$ cat config.mk
export PLATFORM = sky130hd
export DESIGN_NAME = csps_state_reg
export DESIGN_NICKNAME = d
export VERILOG_FILES = /design/src/include/csps_pkg.sv /design/src/hdl/csps_sync.sv /design/src/hdl/csps_state_reg.sv
export VERILOG_INCLUDE_DIRS = /design/src /design/src/include
export SDC_FILE = /design/constraint.sdc
export NUM_CORES = 1
export LEC_CHECK = 0
export BUFFER_PORTS_ARGS = -buffer_cell sky130_fd_sc_hd__buf_2
export CAP_MARGIN = 20
export CELL_PAD_IN_SITES_DETAIL_PLACEMENT = 1
export CELL_PAD_IN_SITES_GLOBAL_PLACEMENT = 1
export CORE_ASPECT_RATIO = 0.7
export CORE_UTILIZATION = 30
export CTS_BUF_LIST = sky130_fd_sc_hd__clkbuf_4 sky130_fd_sc_hd__clkbuf_8 sky130_fd_sc_hd__clkbuf_16
export DETAILED_ROUTE_END_ITERATION = 12
export GPL_TIMING_DRIVEN = 0
export PLACE_DENSITY_LB_ADDON = 0.1
export SYNTH_ARGS = -nofsm -noshare
export SYNTH_HDL_FRONTEND = slang
export SYNTH_HIERARCHICAL = 1
export SYNTH_SLANG_ARGS = --single-unit
$ cat constraint.sdc
create_clock -name i_clk_sys -period 1 [get_ports i_clk_sys]
set_input_delay 0.05 -clock i_clk_sys [delete_from_list [all_inputs] [get_ports i_clk_sys]]
set_output_delay 0.05 -clock i_clk_sys [all_outputs]
set_load 0.01 [all_outputs]
$ cat src/include/csps_cfg.svh
// Offsets, field positions, reset values and widths of the socket present state block.
`ifndef CSPS_CFG_SVH
`define CSPS_CFG_SVH

// ----------------------------------------------------------------------
// Register map
// ----------------------------------------------------------------------
`define CSPS_ADDR_W        8
`define CSPS_OFS_STATE     8'h08
`define CSPS_RESET_HIGH    32'h3000_0000

// ----------------------------------------------------------------------
// Field positions
// ----------------------------------------------------------------------
`define CSPS_B_YY_SOCK     31
`define CSPS_B_XX_SOCK     30
`define CSPS_B_THREE_SOCK  29
`define CSPS_B_FIVE_SOCK   28
`define CSPS_B_YY_CARD     13
`define CSPS_B_XX_CARD     12
`define CSPS_B_THREE_CARD  11
`define CSPS_B_FIVE_CARD   10
`define CSPS_B_BAD_VCC     9
`define CSPS_B_LOSS        8
`define CSPS_B_UNRECOG     7
`define CSPS_B_READY       6
`define CSPS_B_CARDBUS     5
`define CSPS_B_SIXTEEN     4
`define CSPS_B_POWERED     3
`define CSPS_B_DETECT2     2
`define CSPS_B_DETECT1     1
`define CSPS_B_STATUS      0

// ----------------------------------------------------------------------
// Synchroniser
// ----------------------------------------------------------------------
`define CSPS_SYNC_W        6

`endif

$ cat src/include/csps_pkg.sv
// Types shared by the socket present state block.
package csps_pkg;

    // Result of one card interrogation.
    typedef struct packed {
        logic [3:0] volt_support;  // Y.Y, X.X, 3.3 V, 5 V support, high to low.
        logic       unrecognized;  // Card could not be identified.
        logic       cardbus;       // CardBus card found.
        logic       sixteen_bit;   // 16-bit card found.
    } csps_interrog_t;

    // Card and reset pins, as seen after synchronisation.
    typedef struct packed {
        logic global_reset_pin;    // Global reset level.
        logic pci_reset_pin;       // PCI reset level.
        logic ready_irq;           // Ready or interrupt request pin.
        logic detect_two;          // Second card-detect pin.
        logic detect_one;          // First card-detect pin.
        logic status_change;       // Status-change pin.
    } csps_pins_t;

endpackage : csps_pkg

$ cat src/hdl/csps_sync.sv
// Two-stage synchroniser for a group of asynchronous levels.
`timescale 1ns/10ps
module csps_sync #(
    parameter int WIDTH = 1
) (
    // Clock and reset
    input  wire logic             i_clk_sys,
    input  wire logic             i_sys_rst,
    // Levels in and out
    input  wire logic [WIDTH-1:0] i_async,
    input  wire logic [WIDTH-1:0] i_rst_val,
    output logic      [WIDTH-1:0] o_sync
);
    // First stage; read only by the second stage.
    logic [WIDTH-1:0] meta;

    // Both stages load a constant-like reset pattern given by the parent.
    always_ff @(posedge i_clk_sys) begin
        if (i_sys_rst) begin
            meta   <= i_rst_val;
            o_sync <= i_rst_val;
        end else begin
            meta   <= i_async;
            o_sync <= meta;
        end
    end
endmodule : csps_sync

$ cat src/hdl/csps_state_reg.sv
// Socket present state register with card interrogation capture and pin tracking.
`include "csps_cfg.svh"
`timescale 1ns/10ps
module csps_state_reg (
    // Clock and reset
    input  wire logic                       i_clk_sys,
    input  wire logic                       i_sys_rst,
    // Register read port
    input  wire logic                       i_rd_en,
    input  wire logic [`CSPS_ADDR_W-1:0]    i_rd_addr,
    output logic      [31:0]                o_rd_data,
    output logic                            o_rd_valid,
    // Force event register write
    input  wire logic                       i_force_we,
    input  wire logic [31:0]                i_force_data,
    // Device control and power management
    input  wire logic                       i_five_volt_disable,
    input  wire logic                       i_pme_enable,
    // Interrogation logic
    input  wire logic                       i_interrog_busy,
    input  wire logic                       i_interrog_done,
    input  wire csps_pkg::csps_interrog_t   i_interrog_result,
    // Power control status
    input  wire logic                       i_socket_powered,
    input  wire logic                       i_bad_supply_req,
    input  wire logic                       i_removal_loss,
    // Pins from the socket and the reset pins
    input  wire logic                       i_global_reset_pin,
    input  wire logic                       i_pci_reset_pin,
    input  wire logic                       i_ready_irq_pin,
    input  wire logic                       i_detect_two_pin,
    input  wire logic                       i_detect_one_pin,
    input  wire logic                       i_status_change_pin,
    // Events toward the socket event register
    output logic      [3:0]                 o_event_set
);

    // ------------------------------------------------------------------
    // Pin synchronisation
    // ------------------------------------------------------------------

    // Raw pins gathered into one group.
    csps_pkg::csps_pins_t pins_raw;
    // Pins after two flip-flops.
    csps_pkg::csps_pins_t pins;
    // Reset pattern of the synchroniser: detect lines idle high.
    csps_pkg::csps_pins_t pins_idle;

    // Gather the raw pins.
    always_comb begin
        pins_raw.global_reset_pin = i_global_reset_pin;
        pins_raw.pci_reset_pin    = i_pci_reset_pin;
        pins_raw.ready_irq        = i_ready_irq_pin;
        pins_raw.detect_two       = i_detect_two_pin;
        pins_raw.detect_one       = i_detect_one_pin;
        pins_raw.status_change    = i_status_change_pin;
        pins_idle                 = csps_pkg::csps_pins_t'(6'h06);
    end

    // Every asynchronous pin passes two stages before use.
    csps_sync #(
        .WIDTH     (`CSPS_SYNC_W)
    ) u_pin_sync (
        .i_clk_sys (i_clk_sys),
        .i_sys_rst (i_sys_rst),
        .i_async   (pins_raw),
        .i_rst_val (pins_idle),
        .o_sync    (pins)
    );

    // ------------------------------------------------------------------
    // Context clear
    // ------------------------------------------------------------------

    // Clear of the power-management context bits.
    logic ctx_clr;

    // Global reset always clears; PCI reset only while PME is off.
    always_comb begin
        ctx_clr = pins.global_reset_pin
                | (pins.pci_reset_pin & ~i_pme_enable);
    end

    // ------------------------------------------------------------------
    // Socket supply overrides
    // ------------------------------------------------------------------

    // Y.Y and X.X supply claims, forced by software.
    logic sock_yy;
    logic sock_xx;
    // 3.3 V supply claim; set unless forced off.
    logic sock_three;
    // Next values.
    logic next_sock_yy;
    logic next_sock_xx;
    logic next_sock_three;

    // A force write loads the three socket supply bits.
    always_comb begin
        next_sock_yy    = sock_yy;
        next_sock_xx    = sock_xx;
        next_sock_three = sock_three;
        if (i_force_we) begin
            // Software overrides the supply claims.
            next_sock_yy    = i_force_data[`CSPS_B_YY_SOCK];
            next_sock_xx    = i_force_data[`CSPS_B_XX_SOCK];
            next_sock_three = ~i_force_data[`CSPS_B_THREE_SOCK];
        end
    end

    // Register the supply claims.
    always_ff @(posedge i_clk_sys) begin
        if (i_sys_rst) begin
            sock_yy    <= 1'b0;
            sock_xx    <= 1'b0;
            sock_three <= 1'b1;
        end else begin
            sock_yy    <= next_sock_yy;
            sock_xx    <= next_sock_xx;
            sock_three <= next_sock_three;
        end
    end

    // ------------------------------------------------------------------
    // Card information captured at interrogation
    // ------------------------------------------------------------------

    // Voltage support of the inserted card.
    logic [3:0] card_volts;
    // Card type flags.
    logic       cardbus_type_flag;
    logic       sixteen_bit_type_flag;
    // Unrecognizable card flag.
    logic       unrecognized_card_flag;
    // Sticky supply and loss flags.
    logic       invalid_supply_request;
    logic       removal_loss_flag;
    // Next values.
    logic [3:0] next_card_volts;
    logic       next_cardbus;
    logic       next_sixteen;
    logic       next_unrecog;
    logic       next_invalid;
    logic       next_loss;

    // Interrogation result is taken once per pass; force writes set bits.
    always_comb begin
        next_card_volts = card_volts;
        next_cardbus    = cardbus_type_flag;
        next_sixteen    = sixteen_bit_type_flag;
        next_unrecog    = unrecognized_card_flag;
        next_invalid    = invalid_supply_request | i_bad_supply_req;
        next_loss       = removal_loss_flag | i_removal_loss;
        if (i_interrog_done) begin
            // Capture only when a pass completes, held otherwise.
            next_card_volts = i_interrog_result.volt_support;
            next_cardbus    = i_interrog_result.cardbus;
            next_sixteen    = i_interrog_result.sixteen_bit;
            if (i_interrog_result.unrecognized) begin
                // An unknown card sets the flag.
                next_unrecog = 1'b1;
            end else begin
                // A valid card or a context clear clears it again.
                next_unrecog = 1'b0;
            end
        end
        if (i_force_we) begin
            // Writing ones to the force bits sets the matching flags.
            next_card_volts = next_card_volts
                            | i_force_data[`CSPS_B_YY_CARD:`CSPS_B_FIVE_CARD];
            next_invalid    = next_invalid | i_force_data[`CSPS_B_BAD_VCC];
            next_loss       = next_loss | i_force_data[`CSPS_B_LOSS];
            next_unrecog    = next_unrecog | i_force_data[`CSPS_B_UNRECOG];
            next_cardbus    = next_cardbus | i_force_data[`CSPS_B_CARDBUS];
            next_sixteen    = next_sixteen | i_force_data[`CSPS_B_SIXTEEN];
        end
    end

    // Register the card information; the context clear empties it.
    always_ff @(posedge i_clk_sys) begin
        if (i_sys_rst || ctx_clr) begin
            card_volts             <= 4'h0;
            cardbus_type_flag      <= 1'b0;
            sixteen_bit_type_flag  <= 1'b0;
            unrecognized_card_flag <= 1'b0;
            invalid_supply_request <= 1'b0;
            removal_loss_flag      <= 1'b0;
        end else begin
            card_volts             <= next_card_volts;
            cardbus_type_flag      <= next_cardbus;
            sixteen_bit_type_flag  <= next_sixteen;
            unrecognized_card_flag <= next_unrecog;
            invalid_supply_request <= next_invalid;
            removal_loss_flag      <= next_loss;
        end
    end

    // ------------------------------------------------------------------
    // Live socket levels
    // ------------------------------------------------------------------

    // Card-detect levels, frozen while a card is being identified.
    logic detect_two_level;
    logic detect_one_level;
    // Powered state of the socket.
    logic socket_powered_state;
    // Low nibble as last seen, for change detection.
    logic [3:0] low_prev;
    // Low nibble now.
    logic [3:0] low_now;
    // Next values.
    logic       next_detect_two;
    logic       next_detect_one;
    logic [3:0] next_event;

    // Follow the detect pins except during identification.
    always_comb begin
        next_detect_two = detect_two_level;
        next_detect_one = detect_one_level;
        if (!i_interrog_busy) begin
            // The bridge drives these lines itself while busy.
            next_detect_two = pins.detect_two;
            next_detect_one = pins.detect_one;
        end
        low_now    = {socket_powered_state, detect_two_level,
                      detect_one_level, pins.status_change};
        next_event = (low_now ^ low_prev) & {4{~ctx_clr}};
    end

    // Register the levels and the change pulses.
    always_ff @(posedge i_clk_sys) begin
        if (i_sys_rst) begin
            detect_two_level     <= 1'b1;
            detect_one_level     <= 1'b1;
            socket_powered_state <= 1'b0;
            low_prev             <= 4'h6;
            o_event_set          <= 4'h0;
        end else begin
            detect_two_level     <= next_detect_two;
            detect_one_level     <= next_detect_one;
            socket_powered_state <= i_socket_powered;
            low_prev             <= low_now;
            o_event_set          <= next_event;
        end
    end

    // ------------------------------------------------------------------
    // Register image and read port
    // ------------------------------------------------------------------

    // Assembled register value.
    logic [31:0] state_word;
    // Next read answer.
    logic [31:0] next_rd_data;
    logic        next_rd_valid;

    // Build the word; reserved bits stay zero.
    always_comb begin
        state_word                     = 32'h0000_0000;
        state_word[`CSPS_B_YY_SOCK]    = sock_yy;
        state_word[`CSPS_B_XX_SOCK]    = sock_xx;
        state_word[`CSPS_B_THREE_SOCK] = sock_three;
        state_word[`CSPS_B_FIVE_SOCK]  = ~i_five_volt_disable;
        state_word[`CSPS_B_YY_CARD:`CSPS_B_FIVE_CARD] = card_volts;
        state_word[`CSPS_B_BAD_VCC]    = invalid_supply_request;
        state_word[`CSPS_B_LOSS]       = removal_loss_flag;
        state_word[`CSPS_B_UNRECOG]    = unrecognized_card_flag;
        state_word[`CSPS_B_READY]      = pins.ready_irq;
        state_word[`CSPS_B_CARDBUS]    = cardbus_type_flag;
        state_word[`CSPS_B_SIXTEEN]    = sixteen_bit_type_flag;
        state_word[`CSPS_B_POWERED]    = socket_powered_state;
        state_word[`CSPS_B_DETECT2]    = detect_two_level;
        state_word[`CSPS_B_DETECT1]    = detect_one_level;
        state_word[`CSPS_B_STATUS]     = pins.status_change;
        next_rd_valid = i_rd_en;
        next_rd_data  = 32'h0000_0000;
        if (i_rd_en && (i_rd_addr == `CSPS_OFS_STATE)) begin
            // Only the documented offset answers with the state.
            next_rd_data = state_word;
        end
    end

    // Register the read answer; writes to this offset have no effect.
    always_ff @(posedge i_clk_sys) begin
        if (i_sys_rst) begin
            o_rd_data  <= 32'h0000_0000;
            o_rd_valid <= 1'b0;
        end else begin
            o_rd_data  <= next_rd_data;
            o_rd_valid <= next_rd_valid;
        end
    end

endmodule : csps_state_reg

# Yosys cells after proc, flatten, opt, wreduce, memory -nomap -nowiden
# Index checks and enable logic that the tools add are counted.
[op_classes]
n_eq_ne = 1
mux = 11
n_bitwise = 17
reduce_logical = 3
[ops]
columns = ["op", "count"]
rows = [
  ["$mux 1", 9],
  ["$eq 8x4->1 const B", 1],
  ["$mux 4", 2],
  ["$or 1x1->1", 8],
  ["$not 1->1", 5],
  ["$and 4x4->4", 1],
  ["$or 4x4->4", 1],
  ["$xor 4x4->4", 1],
  ["$reduce_or 2->1", 1],
  ["$and 1x1->1", 1],
  ["$logic_and 1x1->1", 1],
  ["$logic_or 1x1->1", 1],
]
[totals]
register_bits = 68
in_bits = 64
output_inout_bits = 37
word_cells = 51

# Depth between registers and ports, before layout
# Gate-level depths: netlist of run 1.
[depth]
ltp_word = 5
ltp_mapped = 4
ltp_nobuf = 2

# By module
# The synthesis of run 1 kept the hierarchy.
[by_module_without_submodules]
columns = ["module", "n_inst", "cells_per_inst", "area_each_um2", "seq_area_each_um2"]
rows = [
  ["csps_state_reg", 1, 159, 1646.6, 840.8],
  ["csps_sync", 1, 25, 424.2, 240.2],
]

# Least setup slack after synthesis of run 1
# OpenSTA, ideal clock, no wires.
[synth_path]
path_kind = "input port to flip-flop"
start = "input port i_rd_addr[1]"
end = "register o_rd_data[31]"
setup_time_ns = 0.088
arrival_time_ns = 1.021
required_time_ns = 0.912
path_slack_ns = -0.109
cell_stages = 4
n_path_buf = 2
path_cell_list = "or4_4 > buf_6 > buf_12 > nor4_2"
[synth_between]
elab_chain_len = 4
[synth_lines]
columns = ["element", "line", "text"]
rows = [
  ["from (decl)", "csps_state_reg.sv:10", "input wire logic [`CSPS_ADDR_W-1:0] i_rd_addr,"],
  ["$eq 8x4->1 (no line)", "n/a", ""],
  ["$logic_and 1x1->1", "csps_state_reg.sv:277", "if (i_rd_en && (i_rd_addr == `CSPS_OFS_STATE)) begin"],
  ["$not 1->1 (no line)", "n/a", ""],
  ["$reduce_or 2->1 (no line)", "n/a", ""],
  ["to (signal assigned)", "csps_state_reg.sv:289", "o_rd_data <= next_rd_data;"],
  ["to (decl)", "csps_state_reg.sv:11", "output logic [31:0] o_rd_data,"],
]
# No other way between the ends.
# A chain may end at the register's enable or synchronous reset.

# Final worst setup path of run 1
[layout_path]
start = "input port i_rd_addr[1]"
end = "register o_rd_data[13]"
# Same word-level chain as after synthesis.

==> metrics.md, run 1 <==
| Metric | Value |
|---|---|
| Total core area | 6460 um^2 |
| Antenna Violating Nets Remaining | 0 |
| Failing checks | negative hold slack |
| RePlAce Congestion | 0.625 |
| TNS Setup | 0 ps |
| CTS Buffer Depth | 2 |
| Final instance area | 2910 um^2 |
| # rows | 24 |
| Reg2reg setup slack | 70 ps |
| Grt ovf | 0 |
| Fraction of layout cells with a size suffix above 1 | 0.437 |
| Synth warnings | 6 |
| Max-cap viol count | 0 |
| Worst Setup End Kind | register |
| DRT iter0 DRCs | 25 |
| Placed cell count | 364 |
| Area Overhead vs Synth | 40.7% |
| Worst Hold Path EP | removal_loss_flag |
| Fill cells | 754 |
| Clock Sink Count | 54 |
| Area after DPL | 2610 um^2 |
| Arrival time at the worst endpoint | 1190 ps |
| Root Buffer | clkbuf_8 |
| Syn Inst Count | 184 |
| VDD IR-drop max | 0.000586 V |
| Yosys reg bits | 54 |
| Hold Path Class | primary input to register |
| Slew @ Worst Pin | 540 ps |
| Finished Layout Cells | 384 |
| Synth Cell Area | 2070 um^2 |
| Drt drc | 0 |
| R2r startpoint | u_pin_sync/o_sync[4] |
| Maximum clock frequency | 1.03 GHz |
| Pwr Total | 4.19 mW |
| Die H | 71.5 um |
| Final max-slew violation count | 0 |
| Hold Crit Depth | 3 |
| Avg Cell Area, Syn | 11.3 um^2 |
| Via/cell ratio | 4.09 |
| Reg2reg path depth | 3 |
| Port bufs | 65 |
| Worst-Skew Late Latency | 300 ps |
| Clock Pin Slew Worst Setup and Hold Paths | 100 ps |
| Htree depth | 2 |
| Leakage Power | 1.38 nW |
| Pin count of the biggest net entering global routing | 17 |
| Seq/Total Area, Yosys | 0.522 |
| Hold path start | i_removal_loss |
| Outcome | finished, violations left |
| Die W | 101 um |
| DR pass1 iterations | 4 |
| Initial Util | 0.321 |
| Max-slew headroom at the worst pin | 0.640 |
| Post-detail-place hpwl | 3.30 mm |
| WS Path Type | primary input to register |
| Hold Worst Slack | -2.30 ps |
| # IOs | 101 |
| Initial antenna violation count | 0 |
| Diodes inserted | 0 |
| Wire per inst | 11.9 um |
| Vias in the first global route | 1577 |
| RR Endpoint | o_event_set[1] |
| WL final | 4.56 mm |
| Min cycle time layout | 972 ps |
| Final period util | 0.972 |
| Final core occ | 0.451 |
| Final Hold Fails | 1 |
| Critical path fanouts, max | 10 |
| Startpoint Class | primary input |
| Detailed-route via count | 1572 |
| Final setup viols | 0 |
| Layout Nets | 356 |
| First-pass GRT wire length | 7.47 mm |
| Cell variety after synth | 27 |
| Worst endpoint required time | 1220 ps |
| Worst Clk Skew | 7.04 ps |
| DIE AREA | 7240 um^2 |
| CTS tree | yes |
| Cell area power density | 1440 nW/um^2 |
| Number of buffers created by CTS | 5 |
| GR Util All Layers | 0.138 |
[flip-flops by register name, summed over array words and instances (netlist names)]
name and flops:
o_rd_valid 1, card_volts 4, invalid_supply_request 1, removal_loss_flag 1, detect_two_level 1, o_event_set 4, low_prev 4, o_rd_data 18
socket_powered_state 1, sixteen_bit_type_flag 1, cardbus_type_flag 1, unrecognized_card_flag 1, u_pin_sync/o_sync 6, sock_xx 1, u_pin_sync/meta 6, sock_yy 1
detect_one_level 1, sock_three 1
[cell families (layout without fill, tap and decap cells)]
logic type             Yosys count  in the layout  share of synthesized area
other                            2             26                    0.00363
flip-flops                      54             54                      0.522
AO/OA/AOI/OAI                   12             12                     0.0447
AND/OR/NAND/NOR                 47             47                      0.163
XOR/XNOR                         4              4                     0.0169
multiplexers                    21             21                      0.127
buffers and inverters           44            129                      0.123
[critical path: stages]
cell and delay [ps]:
buf_2 90, or4_4 520, buf_6 160, buf_12 150, nor4_2 210
[cell usage after synthesis]
master    number  area, um^2
a21o_1         1        7.51
mux2_2         2        22.5
nor4_4         1        21.3
or2_2          4        25.0
nor2b_1        4        25.0
nor3_1         6        30.0
xnor2_1        4        35.0
nand2b_1       1        6.26
a211o_1        2        17.5
buf_2          2        10.0
buf_12         1        20.0
conb_1         2        7.51
nor4_2         9         113
clkbuf_1       5        18.8
or4b_1         1        10.0
buf_4         15         113
nand2_1        8        30.0
or4_4          1        11.3
buf_6          2        22.5
a211oi_1       9        67.6
dfxtp_1       54        1080
mux2i_1        9        90.1
nor4_1         8        50.1
inv_1         18        67.6
nor2_1         4        15.0
mux2_4        10         150
buf_1          1        3.75
[cell usage in the layout (no fill, tap or decap)]
cell type and n:
or2_2 3, conb_1 26, clkinv_4 1, a211oi_1 6
or4_4 1, nor4_4 4, nor4_1 8, nor3_1 4
mux2_2 2, clkbuf_8 8, a211o_1 2, buf_1 1
nor2_1 4, dfxtp_1 54, nand2_1 8, clkbuf_1 2
nor2b_1 3, buf_2 66, or2_4 1, xnor2_1 4
buf_12 1, nor3_2 2, nor2b_2 1, nor4_2 6
buf_4 15, inv_1 18, mux2_4 10, buf_6 3
nand2b_2 1, a211oi_2 3, dlygate4sd3_1 14, or4b_1 1
a21o_1 1, mux2i_1 9
[how the worst max path moves through the flow]
stage	slack (ps)	endpoint	depth (start not counted)	from
2_1_floorplan	-110	o_rd_data[31]	4	i_rd_addr[1]
3_3_place_gp	-350	o_rd_data[30]	5	i_sys_rst
3_5_place_dp	-350	o_rd_data[28]	5	i_sys_rst
4_1_cts	30	o_rd_data[10]	5	i_rd_addr[0]
5_1_grt	-30	o_rd_data[13]	5	i_rd_addr[1]
6_report	30	o_rd_data[13]	5	i_rd_addr[1]
[routing by layer]
| metal | global-route usage | routed length, um | up-vias | share of wire |
|---|---|---|---|---|
| li1 | - | - | 788 | - |
| met1 | 0.177 | 2160 | 730 | 0.47 |
| met2 | 0.224 | 2090 | 49 | 0.46 |
| met3 | 0.0361 | 259 | 5 | 0.057 |
| met4 | 0.0483 | 54 | 0 | 0.012 |
| met5 | 0 | 0 | - | 0 |
[power by group]
group / internal [mW] / switching, mW
clock network: 0.636 / 0.714
logic: 0.298 / 0.252
registers: 2.25 / 0.0399
total: 3.18 / 1.01
[repair_timing]
item / CTS / global route
pin swaps: 0 / 1
setup endpoints to repair: 18 / 13
hold buffers: 14 / 0
setup buffers: 0 / 0
resized for setup: 7 / 9
hold endpoints to repair: 14 / 0
[per-stage QoR]
stage | worst slack [ps] | hold WS [ps]
after floorplan | -109 | 121
after global placement | -349 | 224
after detailed placement | -349 | 230
after CTS | 29.8 | 1.08
after global routing | -29.5 | 8.76
final | 27.9 | -2.30
[layout make-up]
class                           instances  area, um^2  share of cell area
Inverter                               18        67.6              0.0232
Clock inverter                          1        8.76             0.00301
Tap cell                               91         114              0.0391
Multi-Input combinational cell        110         883               0.303
Sequential cell                        54        1080               0.371
Timing Repair Buffer                   79         465               0.160
Buffer                                 24         196              0.0674
Clock buffer                            7        96.3              0.0331
No activity file was read; power rests on OpenSTA's default activity.
==> run 2, diff against run 1 <==
Settings changed: BUFFER_PORTS_ARGS -buffer_cell sky130_fd_sc_hd__buf_2 to not set, CORE_ASPECT_RATIO 0.7 to not set, CORE_UTILIZATION 30 to 49, DONT_BUFFER_PORTS set to 1.
Clock period 1 ns to 1.2 ns, I/O delays scaled along.
==> metrics.md, run 2 (synthesis gave the netlist of run 1 again) <==
| Metric | Value |
|---|---|
| Outcome | finished, final reports clean |
| RR Endpoint | card_volts[1] |
| Clock Pin Slew Worst Setup and Hold Paths | 90 ps |
| CTS Buffer Depth | 2 |
| VDD IR-drop max | 0.000539 V |
| Worst-Skew Late Latency | 300 ps |
| Finished Layout Cells | 289 |
| Total core area | 4030 um^2 |
| Fraction of layout cells with a size suffix above 1 | 0.230 |
| Post-detail-place hpwl | 3.06 mm |
| DRT iter0 DRCs | 17 |
| TNS Setup | 0 ps |
| Final Hold Fails | 0 |
| Antenna Violating Nets Remaining | 0 |
| Final core occ | 0.634 |
| CTS tree | yes |
| Critical path depth | 2 |
| Crit-path cells | or2_2 > a211oi_1 |
| Max reg flops | 18 |
| CP peak stage delay | 410 ps |
| Most frequent cells in the layout | dfxtp_1, conb_1, dlygate4sd3_1 |
| Clock Sink Count | 54 |
| Max-slew headroom at the worst pin | 0.657 |
| Top reg by flops | o_rd_data |
| # rows | 23 |
| Port bufs | 0 |
| Slew @ Worst Pin | 514 ps |
| DIE AREA | 4490 um^2 |
| Wire per inst | 14.5 um |
| Detailed-route via count | 1398 |
| DR pass1 iterations | 4 |
| Hold Worst Slack | 10.8 ps |
| WL final | 4.18 mm |
| Initial Util | 0.514 |
| Arrival time at the worst endpoint | 1280 ps |
| Drt drc | 0 |
| Reg2reg path depth | 2 |
| CP top delay family | simple AND/OR/NAND/NOR gates |
| WS Path Type | register to register |
| Final max-slew violation count | 0 |
| Area Overhead vs Synth | 23.4% |
| Die W | 67.0 um |
| Maximum clock frequency | 0.937 GHz |
| Critical path fanouts, max | 13 |
| Worst Clk Skew | 2.55 ps |
| Via/cell ratio | 4.84 |
| Hold Path Class | primary input to register |
| # IOs | 101 |
| Root Buffer | clkbuf_8 |
| Max-cap viol count | 0 |
| RePlAce Congestion | 0.735 |
| Initial antenna violation count | 0 |
| Number of buffers created by CTS | 5 |
| Post-CTS setup buffers | 0 |
| Htree depth | 2 |
| R2r startpoint | u_pin_sync/o_sync[5] |
| Pwr Total | 3.27 mW |
| Final period util | 0.890 |
| First-pass GRT wire length | 6.58 mm |
| Commonest non-fill, non-tap cell in the layout | dfxtp_1 |
| Hold path start | i_interrog_busy |
| Pin count of the biggest net entering global routing | 15 |
| Grt ovf | 0 |
| Pre-CTS WS | -52.7 ps |
| Vias in the first global route | 1481 |
| Layout Nets | 303 |
| Final setup viols | 0 |
| Worst Setup End Kind | register |
| RSZ-0062 raised after global routing | no |
| Reg2reg setup slack | 130 ps |
| Diodes inserted | 0 |
| CP Buf/Inv Count | 0 |
| Final worst setup slack | 132 ps |
| Hold Crit Depth | 2 |
| Placed cell count | 258 |
| Slowest CP cell | or2_2 |
| Worst Hold Path EP | detect_one_level |
| Leakage Power | 1.09 nW |
| Fill cells | 439 |
| Cell area power density | 1280 nW/um^2 |
| Final instance area | 2550 um^2 |
| Die H | 67.0 um |
| Worst endpoint required time | 1410 ps |
| Largest regs | o_rd_data x18, u_pin_sync/meta x6, u_pin_sync/o_sync x6 |
| Min cycle time layout | 1070 ps |
| Area after DPL | 2220 um^2 |
| GR Util All Layers | 0.203 |
| Startpoint Class | register |
run 2: power breakdown:
group / switching [mW] / total (mW) / internal (mW)
Sequential: 0.0411 / 1.91 / 1.87
Combinational: 0.173 / 0.383 / 0.210
Clock: 0.529 / 0.977 / 0.448
run 2: worst reg2reg max path, cell delays in order, from the launching register on:
cell and delay, ps:
dfxtp_1 300, or2_2 410, a211oi_1 270
run 2: repair_timing:
item                                    CTS  global route
hold endpoints to repair                 24             0
hold buffers                             25             0
gates resized for setup                   1             0
endpoints found under the setup margin   10             0
run 2: how the worst max path moves through the flow:
stage | from | to | slack [ps]
floorplan | i_rd_addr[1] | o_rd_data[31] | 80
global placement | u_pin_sync/o_sync[4] | o_event_set[1] | 20
detailed placement | u_pin_sync/o_sync[5] | card_volts[3] | -50
CTS | u_pin_sync/o_sync[4] | o_event_set[1] | 120
global route | u_pin_sync/o_sync[4] | o_event_set[1] | 30
finish | u_pin_sync/o_sync[5] | card_volts[1] | 130
run 2: layout make-up:
type / count / area (um^2) / area share
Sequential cell: 54 / 1080 / 0.423
Multi-Input combinational cell: 110 / 825 / 0.323
Inverter: 18 / 67.6 / 0.0264
Tap cell: 50 / 62.6 / 0.0245
Buffer: 25 / 185 / 0.0725
Timing Repair Buffer: 25 / 250 / 0.0979
Clock buffer: 7 / 83.8 / 0.0328
run 2: layer usage:
metal | global-route usage | share of wire
met5 | 0 | 0
met4 | 0.0931 | 0.016
met3 | 0.0565 | 0.048
met2 | 0.380 | 0.57
met1 | 0.202 | 0.37
==> run 3, diff against run 2 <==
Settings changed: CORE_MARGIN set to 3.
==> metrics.md, run 3 (synthesis gave the netlist of run 1 again) <==
| Metric | Value |
|---|---|
| DR pass1 iterations | 4 |
| WL final | 4.51 mm |
| Initial Util | 0.514 |
| CP top delay family | simple AND/OR/NAND/NOR gates |
| # rows | 23 |
| DRT iter0 DRCs | 55 |
| Final core occ | 0.634 |
| Max-cap viol count | 0 |
| Post-detail-place hpwl | 3.01 mm |
| TNS Setup | 0 ps |
| CP Buf/Inv Count | 0 |
| Most frequent cells in the layout | dfxtp_1, conb_1, dlygate4sd3_1 |
| Routing usage on met3 | 0.0540 |
| VDD IR-drop max | 0.000701 V |
| Antenna Violating Nets Remaining | 0 |
| Arrival time at the worst endpoint | 1310 ps |
| Clock power share | 0.290 |
| Met2 Use GR | 0.342 |
| Wire per inst | 15.6 um |
| Leakage Power | 1.09 nW |
| Max-slew headroom at the worst pin | 0.648 |
| Critical Path Source | u_pin_sync/o_sync[5] |
| Combinational share of power | 0.120 |
| Worst Clk Skew | 3.98 ps |
| Outcome | finished, final reports clean |
| Worst Setup End Kind | register |
| R2r startpoint | u_pin_sync/o_sync[5] |
| Clock Sink Count | 54 |
| Final Hold Fails | 0 |
| Largest regs | o_rd_data x18, u_pin_sync/meta x6, u_pin_sync/o_sync x6 |
| CP peak stage delay | 420 ps |
| Startpoint Class | register |
| Area after DPL | 2220 um^2 |
| Worst-Skew Late Latency | 300 ps |
| Port bufs | 0 |
| Root Buffer | clkbuf_8 |
| Detailed-route via count | 1431 |
| CTS Buffer Depth | 2 |
| Die W | 71.0 um |
| RePlAce Congestion | 0.840 |
| Vias in the first global route | 1501 |
| Grt ovf | 0 |
| GR Util All Layers | 0.182 |
| Seq pwr share | 0.590 |
| Max reg flops | 18 |
| Total core area | 4030 um^2 |
| Htree depth | 2 |
| Number of buffers created by CTS | 5 |
| RSZ-0062 raised after global routing | no |
| Top reg by flops | o_rd_data |
| Hold path start | i_interrog_busy |
| Reg2reg path depth | 2 |
| Final instance area | 2550 um^2 |
| Critical path depth | 2 |
| M1 GR Usage | 0.182 |
| Slowest CP cell | or2_2 |
| Via/cell ratio | 4.93 |
| Critical path fanouts, max | 13 |
| Commonest non-fill, non-tap cell in the layout | dfxtp_1 |
| Final max-slew violation count | 0 |
| Area Overhead vs Synth | 23.3% |
| Post-CTS setup buffers | 0 |
| Clock Pin Slew Worst Setup and Hold Paths | 90 ps |
| Slew @ Worst Pin | 528 ps |
| CTS tree | yes |
| Initial antenna violation count | 1 |
| # IOs | 101 |
| Fraction of layout cells with a size suffix above 1 | 0.230 |
| Die H | 71.0 um |
| Final setup viols | 0 |
| Grt peak-use layer | met2 |
| DIE AREA | 5040 um^2 |
| Crit-path cells | or2_2 > a211oi_1 |
| Pint | 2.47 mW |
| First-pass GRT wire length | 7.09 mm |
| WS Path Type | register to register |
| Pin count of the biggest net entering global routing | 16 |
| Final period util | 0.920 |
| Switch share | 0.237 |
| Hold Crit Depth | 2 |
| Maximum clock frequency | 0.906 GHz |
| Min cycle time layout | 1100 ps |
| Hold Path Class | primary input to register |
| Layout Nets | 303 |
| Cell area power density | 1270 nW/um^2 |
| Psw | 0.769 mW |
| Drt drc | 0 |
| Worst endpoint required time | 1410 ps |
run 3: cell types whose count changed in the layout (fill, tap and decap cells not counted):
cell	previous run	this run
diode_2	0	1
clkinv_2	0	2
clkbuf_4	2	0
run 3: worst register-to-register path, cell delays in order (launching register included):
cell and delay, ps:
dfxtp_1 300, or2_2 420, a211oi_1 290
run 3: final cells by class:
| class | instances | area, um^2 |
|---|---|---|
| diodes | 1 | 2.50 |
| plain buffers | 25 | 185 |
| fillers | 448 | 1480 |
| clock buffers | 5 | 68.8 |
| well taps | 50 | 62.6 |
| flip-flops and latches | 54 | 1080 |
| repair buffers | 25 | 250 |
| multi-input cells | 110 | 825 |
| inverters | 18 | 67.6 |
| clock inverters | 2 | 10.0 |
run 3: through the flow:
stage	hold WS, ps	power [mW]	cells	worst slack (ps)
after CTS	2.49	3.27	289	130
after floorplan	131	2.21	208	80.6
after detailed placement	136	2.26	258	-35.2
final	8.84	3.24	290	96.1
after global routing	7.94	3.38	290	24.3
after global placement	132	2.25	258	1.16
run 3: worst paths after layout:
check                           endpoint  slack (ps)
setup reg to reg  unrecognized_card_flag         100
hold / removal          detect_one_level           9
hold reg to reg             o_rd_data[6]         430
setup / recovery  unrecognized_card_flag         100
run 3: power by group through the flow:
stage	clock, mW	combinational, mW	sequential, mW
floorplan	0	0.270	1.94
global placement	0	0.299	1.95
detailed placement	0	0.308	1.96
CTS	0.974	0.378	1.91
global route	1.03	0.425	1.92
finish	0.941	0.389	1.91
run 3: layer usage:
metal	part of all wire	vias up	wire length (um)
met4	0.021	0	95
met3	0.050	10	227
met1	0.36	685	1640
met2	0.56	51	2550
met5	0	-	0
li1	-	685	-
run 3: repair_timing:
action / CTS / global route
hold buffers: 25 / 0
gates resized for setup: 1 / 0
hold endpoints to repair: 24 / 0
setup endpoints to repair: 10 / 0
